==> src/hdl/pfdc_pkg.sv <==
package pfdc_pkg;

  // Register indices; byte address is four times the index
  localparam logic [7:0] CFG_PREV_IDX = 8'h24;
  localparam logic [7:0] CFG_MUX_IDX  = 8'h25;
  localparam logic [7:0] CFG_LOCK_IDX = 8'h26;

  localparam int AXI_ADDR_W = 10;

  // Reset values
  localparam logic [7:0] CFG_PREV_RST = 8'h00;
  localparam logic [7:0] CFG_MUX_RST  = 8'h80;
  localparam logic [7:0] CFG_LOCK_RST = 8'h00;

  // Field positions of the multiplexer register
  localparam int MUX_STATUS_BIT = 7;
  localparam int MUX_P35_LSB    = 5;
  localparam int MUX_IRQ2_BIT   = 4;
  localparam int MUX_P34_BIT    = 3;
  localparam int MUX_PSAVE_BIT  = 2;
  localparam int MUX_P71_LSB    = 0;

  // Field positions of the disable/lock register
  localparam int LOCK_BIT     = 7;
  localparam int LOCK_RSV_BIT = 4;
  localparam int LOCK_SP1_BIT = 3;
  localparam int LOCK_SP2_BIT = 2;
  localparam int LOCK_PAR_BIT = 1;
  localparam int LOCK_FLOP_BIT = 0;

  // Field position of the preceding register
  localparam int PREV_P6_BIT = 0;

  localparam logic [1:0] RESP_OKAY   = 2'h0;
  localparam logic [1:0] RESP_DECERR = 2'h3;

  typedef enum logic [1:0] {
    PFDC_P35_OFF       = 2'h0,
    PFDC_P35_LOW_PRN   = 2'h1,
    PFDC_P35_HIGH_PRN  = 2'h2,
    PFDC_P35_EXT_READY = 2'h3
  } pfdc_p35_t;

  typedef enum logic [1:0] {
    PFDC_P71_GL37     = 2'h0,
    PFDC_P71_DSEL1    = 2'h1,
    PFDC_P71_IR_SEL2  = 2'h2,
    PFDC_P71_EXT_IORD = 2'h3
  } pfdc_p71_t;

  typedef struct packed {
    logic                  pin6_clkrun;
    pfdc_p35_t             pin35_mode;
    logic                  pin34_ir_sel2;
    pfdc_p71_t             pin71_mode;
  } pfdc_pin_sel_t;

  typedef struct packed {
    logic [AXI_ADDR_W-1:0] awaddr;
    logic                  awvalid;
    logic [31:0]           wdata;
    logic [3:0]            wstrb;
    logic                  wvalid;
    logic                  bready;
    logic [AXI_ADDR_W-1:0] araddr;
    logic                  arvalid;
    logic                  rready;
  } pfdc_axi_req_t;

  typedef struct packed {
    logic                  awready;
    logic                  wready;
    logic                  bvalid;
    logic [1:0]            bresp;
    logic                  arready;
    logic                  rvalid;
    logic [31:0]           rdata;
    logic [1:0]            rresp;
  } pfdc_axi_rsp_t;

endpackage : pfdc_pkg

==> src/hdl/pfdc_top.sv <==
// Notes on behaviour
// - Preceding bit 0 picks pin 6 function or CLKRUN
// - Bit 7 reads printer/floppy select in bits 6-5 modes 1-2, else 1; resets 1
// - Bits 6-5 pick multiplexer pin mode
// - Bit 4 routes management interrupt to IRQ2
// - Bit 3 picks data rate or infrared
// - Power save masks idle drive outputs only while bits 6-5 pick a printer mode and bit 7 reads 0
// - Bits 1-0 pick pin 71 function
// - Lock bit sticky; freezes bits 6-0
// - Bits 3-0 disable four functions
// - Activation also needs activate and global bits
//
// Implementation choice: the AXI4-Lite interface to the registers.
`timescale 1ns/1ps
`default_nettype none
module pfdc_top
(
  input  wire logic                    CLK_I,
  input  wire logic                    RST_I,
  input  wire logic                    CE_I,
  input  wire pfdc_pkg::pfdc_axi_req_t AXI_REQ_I,
  output var  pfdc_pkg::pfdc_axi_rsp_t AXI_RSP_O,
  input  wire logic                    PRN_FLOP_SEL_I,
  input  wire logic                    SMI_I,
  input  wire logic [3:0]              ACTIVATE_I,
  input  wire logic                    GLOBAL_EN_I,
  input  wire logic                    FLOP_IN_USE_I,
  input  wire logic                    PAR_IN_USE_I,
  output var  pfdc_pkg::pfdc_pin_sel_t PIN_SEL_O,
  output logic                         PORT_MUX_ACTIVE_O,
  output logic                         FLOP_MASK_O,
  output logic                         PAR_MASK_O,
  output logic                         IRQ2_O,
  output logic [3:0]                   FUNC_ACTIVE_O
);
  import pfdc_pkg::*;

  function automatic logic [AXI_ADDR_W-1:0] byte_addr(input logic [7:0] idx);
    byte_addr = {idx, 2'b00};
  endfunction : byte_addr

  function automatic logic [1:0] decode(input logic [AXI_ADDR_W-1:0] addr);
    if (addr == byte_addr(CFG_PREV_IDX))
    begin
      decode = 2'd1;
    end
    else if (addr == byte_addr(CFG_MUX_IDX))
    begin
      decode = 2'd2;
    end
    else if (addr == byte_addr(CFG_LOCK_IDX))
    begin
      decode = 2'd3;
    end
    else
    begin
      decode = 2'd0;
    end
  endfunction : decode

  // Bus slave state
  logic                  aw_ok_q, aw_ok_d;
  logic                  w_ok_q, w_ok_d;
  logic [AXI_ADDR_W-1:0] aw_addr_q, aw_addr_d;
  logic [7:0]            w_byte_q, w_byte_d;
  logic                  w_lane_q, w_lane_d;
  logic                  bvalid_q, bvalid_d;
  logic [1:0]            bresp_q, bresp_d;
  logic                  rvalid_q, rvalid_d;
  logic [31:0]           rdata_q, rdata_d;
  logic [1:0]            rresp_q, rresp_d;
  logic                  awready, wready, arready, do_write;

  // Configuration registers
  logic [7:0] prev_q, prev_d;
  logic [6:0] mux_q, mux_d;
  logic [7:0] lock_q, lock_d;
  logic       sel_s1_q, sel_s2_q;
  logic       sel_status_q, sel_status_d;

  // Output registers
  pfdc_pin_sel_t pin_sel_d;
  logic          pmux_d, flop_mask_d, par_mask_d, irq2_d;
  logic [3:0]    func_d;

  assign awready  = CE_I & ~aw_ok_q & ~bvalid_q;
  assign wready   = CE_I & ~w_ok_q & ~bvalid_q;
  assign arready  = CE_I & ~rvalid_q;
  assign do_write = aw_ok_q & w_ok_q & ~bvalid_q;

  always_comb
  begin
    AXI_RSP_O         = '0;
    AXI_RSP_O.awready = awready;
    AXI_RSP_O.wready  = wready;
    AXI_RSP_O.bvalid  = bvalid_q;
    AXI_RSP_O.bresp   = bresp_q;
    AXI_RSP_O.arready = arready;
    AXI_RSP_O.rvalid  = rvalid_q;
    AXI_RSP_O.rdata   = rdata_q;
    AXI_RSP_O.rresp   = rresp_q;
  end

  always_comb
  begin
    aw_ok_d   = aw_ok_q;
    w_ok_d    = w_ok_q;
    aw_addr_d = aw_addr_q;
    w_byte_d  = w_byte_q;
    w_lane_d  = w_lane_q;
    bvalid_d  = bvalid_q;
    bresp_d   = bresp_q;
    rvalid_d  = rvalid_q;
    rdata_d   = rdata_q;
    rresp_d   = rresp_q;
    if (AXI_REQ_I.awvalid && awready)
    begin
      aw_ok_d   = 1'b1;
      aw_addr_d = AXI_REQ_I.awaddr;
    end
    if (AXI_REQ_I.wvalid && wready)
    begin
      w_ok_d   = 1'b1;
      w_byte_d = AXI_REQ_I.wdata[7:0];
      w_lane_d = AXI_REQ_I.wstrb[0];
    end
    if (do_write)
    begin
      aw_ok_d  = 1'b0;
      w_ok_d   = 1'b0;
      bvalid_d = 1'b1;
      bresp_d  = (decode(aw_addr_q) == 2'd0) ? RESP_DECERR : RESP_OKAY;
    end
    else if (bvalid_q && AXI_REQ_I.bready)
    begin
      bvalid_d = 1'b0;
    end
    if (AXI_REQ_I.arvalid && arready)
    begin
      rvalid_d = 1'b1;
      rresp_d  = RESP_OKAY;
      unique case (decode(AXI_REQ_I.araddr))
        2'd1:    rdata_d = {24'h000000, prev_q};
        2'd2:    rdata_d = {24'h000000, sel_status_q, mux_q};
        2'd3:    rdata_d = {24'h000000, lock_q};
        default:
        begin
          rdata_d = 32'h00000000;
          rresp_d = RESP_DECERR;
        end
      endcase
    end
    else if (rvalid_q && AXI_REQ_I.rready)
    begin
      rvalid_d = 1'b0;
    end
  end

  always_ff @(posedge CLK_I)
  begin
    if (RST_I)
    begin
      aw_ok_q   <= 1'b0;
      w_ok_q    <= 1'b0;
      aw_addr_q <= '0;
      w_byte_q  <= 8'h00;
      w_lane_q  <= 1'b0;
      bvalid_q  <= 1'b0;
      bresp_q   <= RESP_OKAY;
      rvalid_q  <= 1'b0;
      rdata_q   <= 32'h00000000;
      rresp_q   <= RESP_OKAY;
    end
    else if (CE_I)
    begin
      aw_ok_q   <= aw_ok_d;
      w_ok_q    <= w_ok_d;
      aw_addr_q <= aw_addr_d;
      w_byte_q  <= w_byte_d;
      w_lane_q  <= w_lane_d;
      bvalid_q  <= bvalid_d;
      bresp_q   <= bresp_d;
      rvalid_q  <= rvalid_d;
      rdata_q   <= rdata_d;
      rresp_q   <= rresp_d;
    end
  end

  // Register writes; only byte lane 0 carries data
  always_comb
  begin
    prev_d = prev_q;
    mux_d  = mux_q;
    lock_d = lock_q;
    if (do_write && w_lane_q)
    begin
      unique case (decode(aw_addr_q))
        2'd1: prev_d[PREV_P6_BIT] = w_byte_q[PREV_P6_BIT];
        2'd2: mux_d = w_byte_q[6:0];
        2'd3:
        begin
          if (!lock_q[LOCK_BIT])
          begin
            lock_d = w_byte_q;
          end
          lock_d[LOCK_BIT]     = lock_q[LOCK_BIT] | w_byte_q[LOCK_BIT];
          lock_d[LOCK_RSV_BIT] = 1'b0;
        end
        default: prev_d = prev_q;
      endcase
    end
  end

  // Status follows the selected select-pin polarity
  always_comb
  begin
    unique case (pfdc_p35_t'(mux_q[MUX_P35_LSB +: 2]))
      PFDC_P35_LOW_PRN:  sel_status_d = sel_s2_q;
      PFDC_P35_HIGH_PRN: sel_status_d = ~sel_s2_q;
      default:           sel_status_d = 1'b1;
    endcase
  end

  always_ff @(posedge CLK_I)
  begin
    if (RST_I)
    begin
      prev_q       <= CFG_PREV_RST;
      mux_q        <= CFG_MUX_RST[6:0];
      lock_q       <= CFG_LOCK_RST;
      sel_s1_q     <= 1'b1;
      sel_s2_q     <= 1'b1;
      sel_status_q <= CFG_MUX_RST[MUX_STATUS_BIT];
    end
    else if (CE_I)
    begin
      prev_q       <= prev_d;
      mux_q        <= mux_d;
      lock_q       <= lock_d;
      sel_s1_q     <= PRN_FLOP_SEL_I;
      sel_s2_q     <= sel_s1_q;
      sel_status_q <= sel_status_d;
    end
  end

  // Outputs to the pin multiplexer and function blocks
  always_comb
  begin
    pin_sel_d.pin6_clkrun   = prev_q[PREV_P6_BIT];
    pin_sel_d.pin35_mode    = pfdc_p35_t'(mux_q[MUX_P35_LSB +: 2]);
    pin_sel_d.pin34_ir_sel2 = mux_q[MUX_P34_BIT];
    pin_sel_d.pin71_mode    = pfdc_p71_t'(mux_q[MUX_P71_LSB +: 2]);
    pmux_d      = (mux_q[MUX_P35_LSB +: 2] == PFDC_P35_LOW_PRN)
                | (mux_q[MUX_P35_LSB +: 2] == PFDC_P35_HIGH_PRN);
    flop_mask_d = mux_q[MUX_PSAVE_BIT] & pmux_d & ~sel_status_q & ~FLOP_IN_USE_I;
    par_mask_d  = mux_q[MUX_PSAVE_BIT] & pmux_d & ~sel_status_q & ~PAR_IN_USE_I;
    irq2_d      = mux_q[MUX_IRQ2_BIT] & SMI_I;
    func_d      = ACTIVATE_I & ~lock_q[3:0] & {4{GLOBAL_EN_I}};
  end

  always_ff @(posedge CLK_I)
  begin
    if (RST_I)
    begin
      PIN_SEL_O     <= '0;
      PORT_MUX_ACTIVE_O <= 1'b0;
      FLOP_MASK_O   <= 1'b0;
      PAR_MASK_O    <= 1'b0;
      IRQ2_O        <= 1'b0;
      FUNC_ACTIVE_O <= 4'h0;
    end
    else if (CE_I)
    begin
      PIN_SEL_O     <= pin_sel_d;
      PORT_MUX_ACTIVE_O <= pmux_d;
      FLOP_MASK_O   <= flop_mask_d;
      PAR_MASK_O    <= par_mask_d;
      IRQ2_O        <= irq2_d;
      FUNC_ACTIVE_O <= func_d;
    end
  end
endmodule : pfdc_top
`default_nettype wire

==> config.mk <==
export PLATFORM = sky130hd
export DESIGN_NAME = pfdc_top
export DESIGN_NICKNAME = d
export VERILOG_FILES = /design/src/hdl/pfdc_pkg.sv /design/src/hdl/pfdc_top.sv
export SDC_FILE = /design/constraint.sdc
export NUM_CORES = 1
export LEC_CHECK = 0
export CORE_ASPECT_RATIO = 0.75
export CORE_MARGIN = 3
export CORE_UTILIZATION = 56
export CTS_CLUSTER_DIAMETER = 200
export CTS_CLUSTER_SIZE = 16
export DETAILED_ROUTE_END_ITERATION = 10
export DONT_BUFFER_PORTS = 1
export MAX_ROUTING_LAYER = met4
export PLACE_DENSITY_LB_ADDON = 0.3
export SETUP_SLACK_MARGIN = 0.02
export SKIP_LAST_GASP = 1
export SYNTH_ARGS = -nofsm -noshare
export SYNTH_HDL_FRONTEND = slang
export SYNTH_SLANG_ARGS = --single-unit
==> constraint.sdc <==
create_clock -name CLK_I -period 1.6 [get_ports CLK_I]
set_clock_uncertainty 0.15 [all_clocks]
set_input_delay 0 -clock CLK_I [delete_from_list [all_inputs] [get_ports CLK_I]]
set_output_delay 0 -clock CLK_I [all_outputs]
set_load 0.05 [all_outputs]
=== Word level (Yosys, flattened, before mapping) ===
Cells that the tools add are included.

* Flip-flop bits (word level): 91
* Input port bits: 73
* Output and inout bits: 55
* Logic and storage cells: 111

* Eq/ne operators: 14
* Multiplexer cells: 21
* Bitwise logic cells: 26
* Reductions and logical operators: 24

{| class="wikitable"
|+ Operators by type and width
! cell !! number
|-
| $eq 10x8->1 const B || 6
|-
| $pmux 8 s3 || 1
|-
| $mux 2 || 11
|-
| $reduce_and 2->1 || 8
|-
| $and 1x1->1 || 12
|-
| $eq 2x2->1 const B || 5
|-
| $not 1->1 || 9
|-
| $reduce_and 3->1 || 3
|-
| $and 4x4->4 || 2
|-
| $mux 1 || 8
|-
| $reduce_bool 2->1 || 4
|-
| $eq 2x1->1 const B || 3
|-
| $logic_and 1x1->1 || 6
|-
| $not 4->4 || 1
|-
| $reduce_and 4->1 || 1
|-
| $reduce_or 3->1 || 1
|-
| $logic_not 2->1 || 1
|-
| $or 1x1->1 || 2
|-
| $pmux 1 s2 || 1
|}

=== Longest topological paths before layout ===
* Depth after elaboration: 8
* Gate-level depth with buffers: 5
* Depth with buffers taken out: 5

=== Least setup slack after synthesis ===
OpenSTA, ideal clock, no wires.

* Kind: register -> register
* Start point: register aw_addr_q[6]
* End point: register mux_q[4]
* Setup time: 0.123 ns
* Arrival: 1.363 ns
* Data required time: 1.327 ns
* Setup slack: -0.036 ns
* Stages on the path, launching flop included: 5
* Path buffers: 1
* Period minus slack after synthesis: 1.636 ns
* Path through: dfxtp_1 -> nor4b_4 -> and4_4 -> buf_6 -> mux2_1

* Word-level cells in the longest chain between the ends: 7
* Elaborated cells between the ends (all ways): 9
* Those cells by class: eq/ne: 4; mux: 4; reduce/logical: 1

{| class="wikitable"
|+ RTL lines
! what !! line !! text
|-
| start: declaration || pfdc_top.sv:64 || <nowiki>logic [AXI_ADDR_W-1:0] aw_addr_q, aw_addr_d;</nowiki>
|-
| start signal: assignment || pfdc_top.sv:178 || <nowiki>aw_addr_q <= aw_addr_d;</nowiki>
|-
| $eq 10x8->1 || pfdc_top.sv:51 || <nowiki>else if (addr == byte_addr(CFG_LOCK_IDX))</nowiki>
|-
| $mux 2 || pfdc_top.sv:51 ||
|-
| $mux 2 || pfdc_top.sv:47 || <nowiki>else if (addr == byte_addr(CFG_MUX_IDX))</nowiki>
|-
| $mux 2 * || pfdc_top.sv:43 || <nowiki>if (addr == byte_addr(CFG_PREV_IDX))</nowiki>
|-
| $mux 2 * || pfdc_top.sv:195 || <nowiki>if (do_write && w_lane_q)</nowiki>
|-
| $eq 2x2->1 * || pfdc_top.sv:197 || <nowiki>unique case (decode(aw_addr_q))</nowiki>
|-
| $reduce_and 3->1 (no line) * || - ||
|-
| end signal: assignment || pfdc_top.sv:229 || <nowiki>mux_q <= CFG_MUX_RST[6:0];</nowiki>
|-
| end signal: assignment || pfdc_top.sv:238 || <nowiki>mux_q <= mux_d;</nowiki>
|-
| end: declaration || pfdc_top.sv:76 || <nowiki>logic [6:0] mux_q, mux_d;</nowiki>
|}

Mark *: on every way between the ends. The rest lies on a longest branch, timed or not. The select of a mux whose other input is x is not followed.
A chain may end at the register's enable or synchronous reset.

=== Final worst setup path ===
* Start point: register aw_addr_q[8]
* End point: register lock_q[2]

* Word-level cells in the longest chain between the ends: 7
* Elaborated cells between the ends (all ways): 9
* Those cells by class: eq/ne: 4; mux: 4; reduce/logical: 1

{| class="wikitable"
|+ RTL lines
! what !! line !! text
|-
| $eq 10x8->1 || pfdc_top.sv:51 ||
|-
| $mux 2 || pfdc_top.sv:51 ||
|-
| $mux 2 || pfdc_top.sv:47 ||
|-
| $mux 2 * || pfdc_top.sv:43 ||
|-
| $mux 2 * || pfdc_top.sv:195 ||
|-
| $eq 2x2->1 * || pfdc_top.sv:197 ||
|-
| $reduce_and 4->1 (no line) * || - ||
|-
| end signal: assignment || pfdc_top.sv:239 || <nowiki>lock_q <= lock_d;</nowiki>
|-
| end: declaration || pfdc_top.sv:77 || <nowiki>logic [7:0] lock_q, lock_d;</nowiki>
|}

Marks and branches as above.

==> qor.txt <==
Slew Viols, Final: 0
top cells by count, synth: dfxtp_1, nand2_1, buf_4, a21oi_1, nand2b_1
failing checks: negative hold slack
nets: 475
final cell count without fillers: 477
antenna violation net count after detailed routing: 0
EDFF count, synth: 0
gpl congestion: 0.825
Crit. End Element: flop
Die Y: 69.0 microns
die width: 90.1 microns
post-synth cell types: 44
core area: 5010 sq um
DP Wirelength: 4480 microns
Seq. cell area: 1300 sq um
area of the multi-input gates: 1420 sq um
Clk Latency, worst-skew pair: 350 ps
CTS tree: done
Longest Clk Path Bufs: 2
Max-cap violations: 0
dominant cells by area after synthesis: dfxtp_1, buf_4, mux2i_1
Wirelength per Cell: 16.4 microns
placement row count: 22
largest net degree at the start of global routing: 67
yosys warns: 0
status: complete, but fails checks
part of the Yosys area used for sequential elements: 0.438
achievable clock frequency: 640 MHz
fraction of registers with async set/reset: 0
remaining routing DRC violations: 0
effective utilization at floorplan: 0.592
# clock sinks: 65
DIE AREA: 6220 sq um
CP Data Required Time: 1680 ps
Power Total: 3.53 mW
vias in the first global route: 2454
worst hold slack: -375 ps
share of cells above drive strength 1: 0.173
RSZ-0062 raised after global routing: true
relative slew slack: 0.664
CTS Root Cell: clkbuf_8
leak pwr: 1.57 nW
Buffers on Ports: 0
Area Overhead vs Synth: 32.9%
Worst setup SP type: flop
Synth area leader: dfxtp_1
Hold Path Class: input port to flop
final setup fails: 0
worst setup margin: 36.4 ps
TritonRoute pass-1 iters: 4
Avg Vias per Cell: 5.30
first-pass GRT wire length: 12700 microns
PD cells: 894 nW/um^2
number of synthesized register bits: 65
most frequent cell after synthesis: dfxtp_1
period utilisation layout: 0.977
ant diodes: 0
grt ovf: 0
Worst Tran Pin Value: 503 ps
fin util: 0.787
via count: 2526
Clk pin slew, worst setup/hold paths: 70 ps
critical path class: flop to flop
Most used DFF post-synth: dfxtp_1
# IOs: 128
Mapped Avg Cell Area: 9.42 sq um
Mapped Cells: 315
First DRT Iteration DRCs: 183
Post-Syn Area: 2970 sq um
total CTS buffers: 9
worst-path maximum fanout: 6
hold_buf cts: 58
# H-tree levels: 3
top cell type's share of synthesized area: 0.438
Overall Global Routing Usage: 0.265
final wirelength: 7840 microns
placed cells: 402
Hold Fails Final Rpt: 27
Worst VDD drop: 528 uV
Arrival @ worst endpoint: 1640 ps
initial antenna violation count: 0
Place WS: 66.4 ps
fillers: 322
Final min period: 1560 ps
[power breakdown]
group / switching, mW / total (mW) / internal [mW] / leakage, nW
Clock: 0.597 / 1.36 / 0.759 / 0.0974
Sequential: 0.0278 / 1.69 / 1.66 / 0.528
Combinational: 0.311 / 0.486 / 0.175 / 0.945
[final cells by class]
class	instances	share of cell area
Inverter	6	0.00571
Clock inverter	3	0.0102
Sequential cell	65	0.331
Multi-Input combinational cell	218	0.360
Clock buffer	13	0.0378
Tap cell	72	0.0228
Timing Repair Buffer	100	0.233
[flip-flops by register name, summed over array words and instances, names as in the netlist, 4 cells and up]
signal	count
w_byte_q	8
PIN_SEL_O	6
mux_q	7
FUNC_ACTIVE_O	4
aw_addr_q	10
rdata_q	8
lock_q	7
[per-stage QoR]
stage / instance area [sq um] / setup TNS [ps]
floorplan: 3060 / -21.1
global placement: 3140 / 0
detailed placement: 3140 / 0
CTS: 3920 / 0
global route: 3940 / -46.9
finish: 3940 / 0
[final timing paths]
path | from | to | slack [ps] | cells after the start
setup / recovery | aw_addr_q[8]$_SDFFE_PP0P_ | lock_q[2]$_SDFFE_PP0P_ | 40 | 4
hold / removal | CE_I | sel_s2_q$_SDFFE_PP1P_ | -380 | 1
setup reg to reg | aw_addr_q[8]$_SDFFE_PP0P_ | lock_q[2]$_SDFFE_PP0P_ | 40 | 4
hold reg to reg | w_byte_q[0]$_SDFFE_PP0P_ | w_byte_q[0]$_SDFFE_PP0P_ | 310 | 2
[layer usage]
layer	part of all wire	GRT usage
met1	0.43	0.338
met2	0.47	0.401
met3	0.078	0.0872
met4	0.019	0.0815
met5	0	-
[kinds of logic (layout without fill, tap and decap cells)]
logic type	after synthesis	count (layout)	share of synthesized area
AND/OR/NAND/NOR	116	116	0.241
flip-flops	65	65	0.438
buffers and inverters	55	122	0.116
AO/OA/AOI/OAI	54	54	0.120
multiplexers	22	22	0.0750
adder cells (fa/ha/maj)	2	2	0.00843
other	1	24	0.00126
[cells in the final DEF, fill, tap and decap left out, types with 6 or more instances in the layout]
master | synthesis | final
dfxtp_1 | 65 | 63
a22o_1 | 13 | 13
a21oi_1 | 28 | 27
dlygate4sd3_1 | 0 | 57
conb_1 | 1 | 24
nand2b_1 | 28 | 28
buf_4 | 31 | 41
nor2b_1 | 9 | 9
nor2_1 | 11 | 11
nand2_1 | 42 | 42
clkbuf_8 | 0 | 10
mux2i_1 | 20 | 20
inv_1 | 6 | 6
[critical path, cell delays in order, from the launching register on]
cell and delay, ps:
dfxtp_2 330, nor4b_4 300, buf_4 180, nand4_2 270, mux2i_1 200
[repair_timing]
| item | in CTS | in global routing |
|---|---|---|
| buffers inserted | 0 | 1 |
| endpoints found under the setup margin | 0 | 23 |
| resized for setup | 0 | 6 |
| endpoints found under the hold margin | 65 | 23 |
Note: power is estimated with default switching activity, not from simulation.
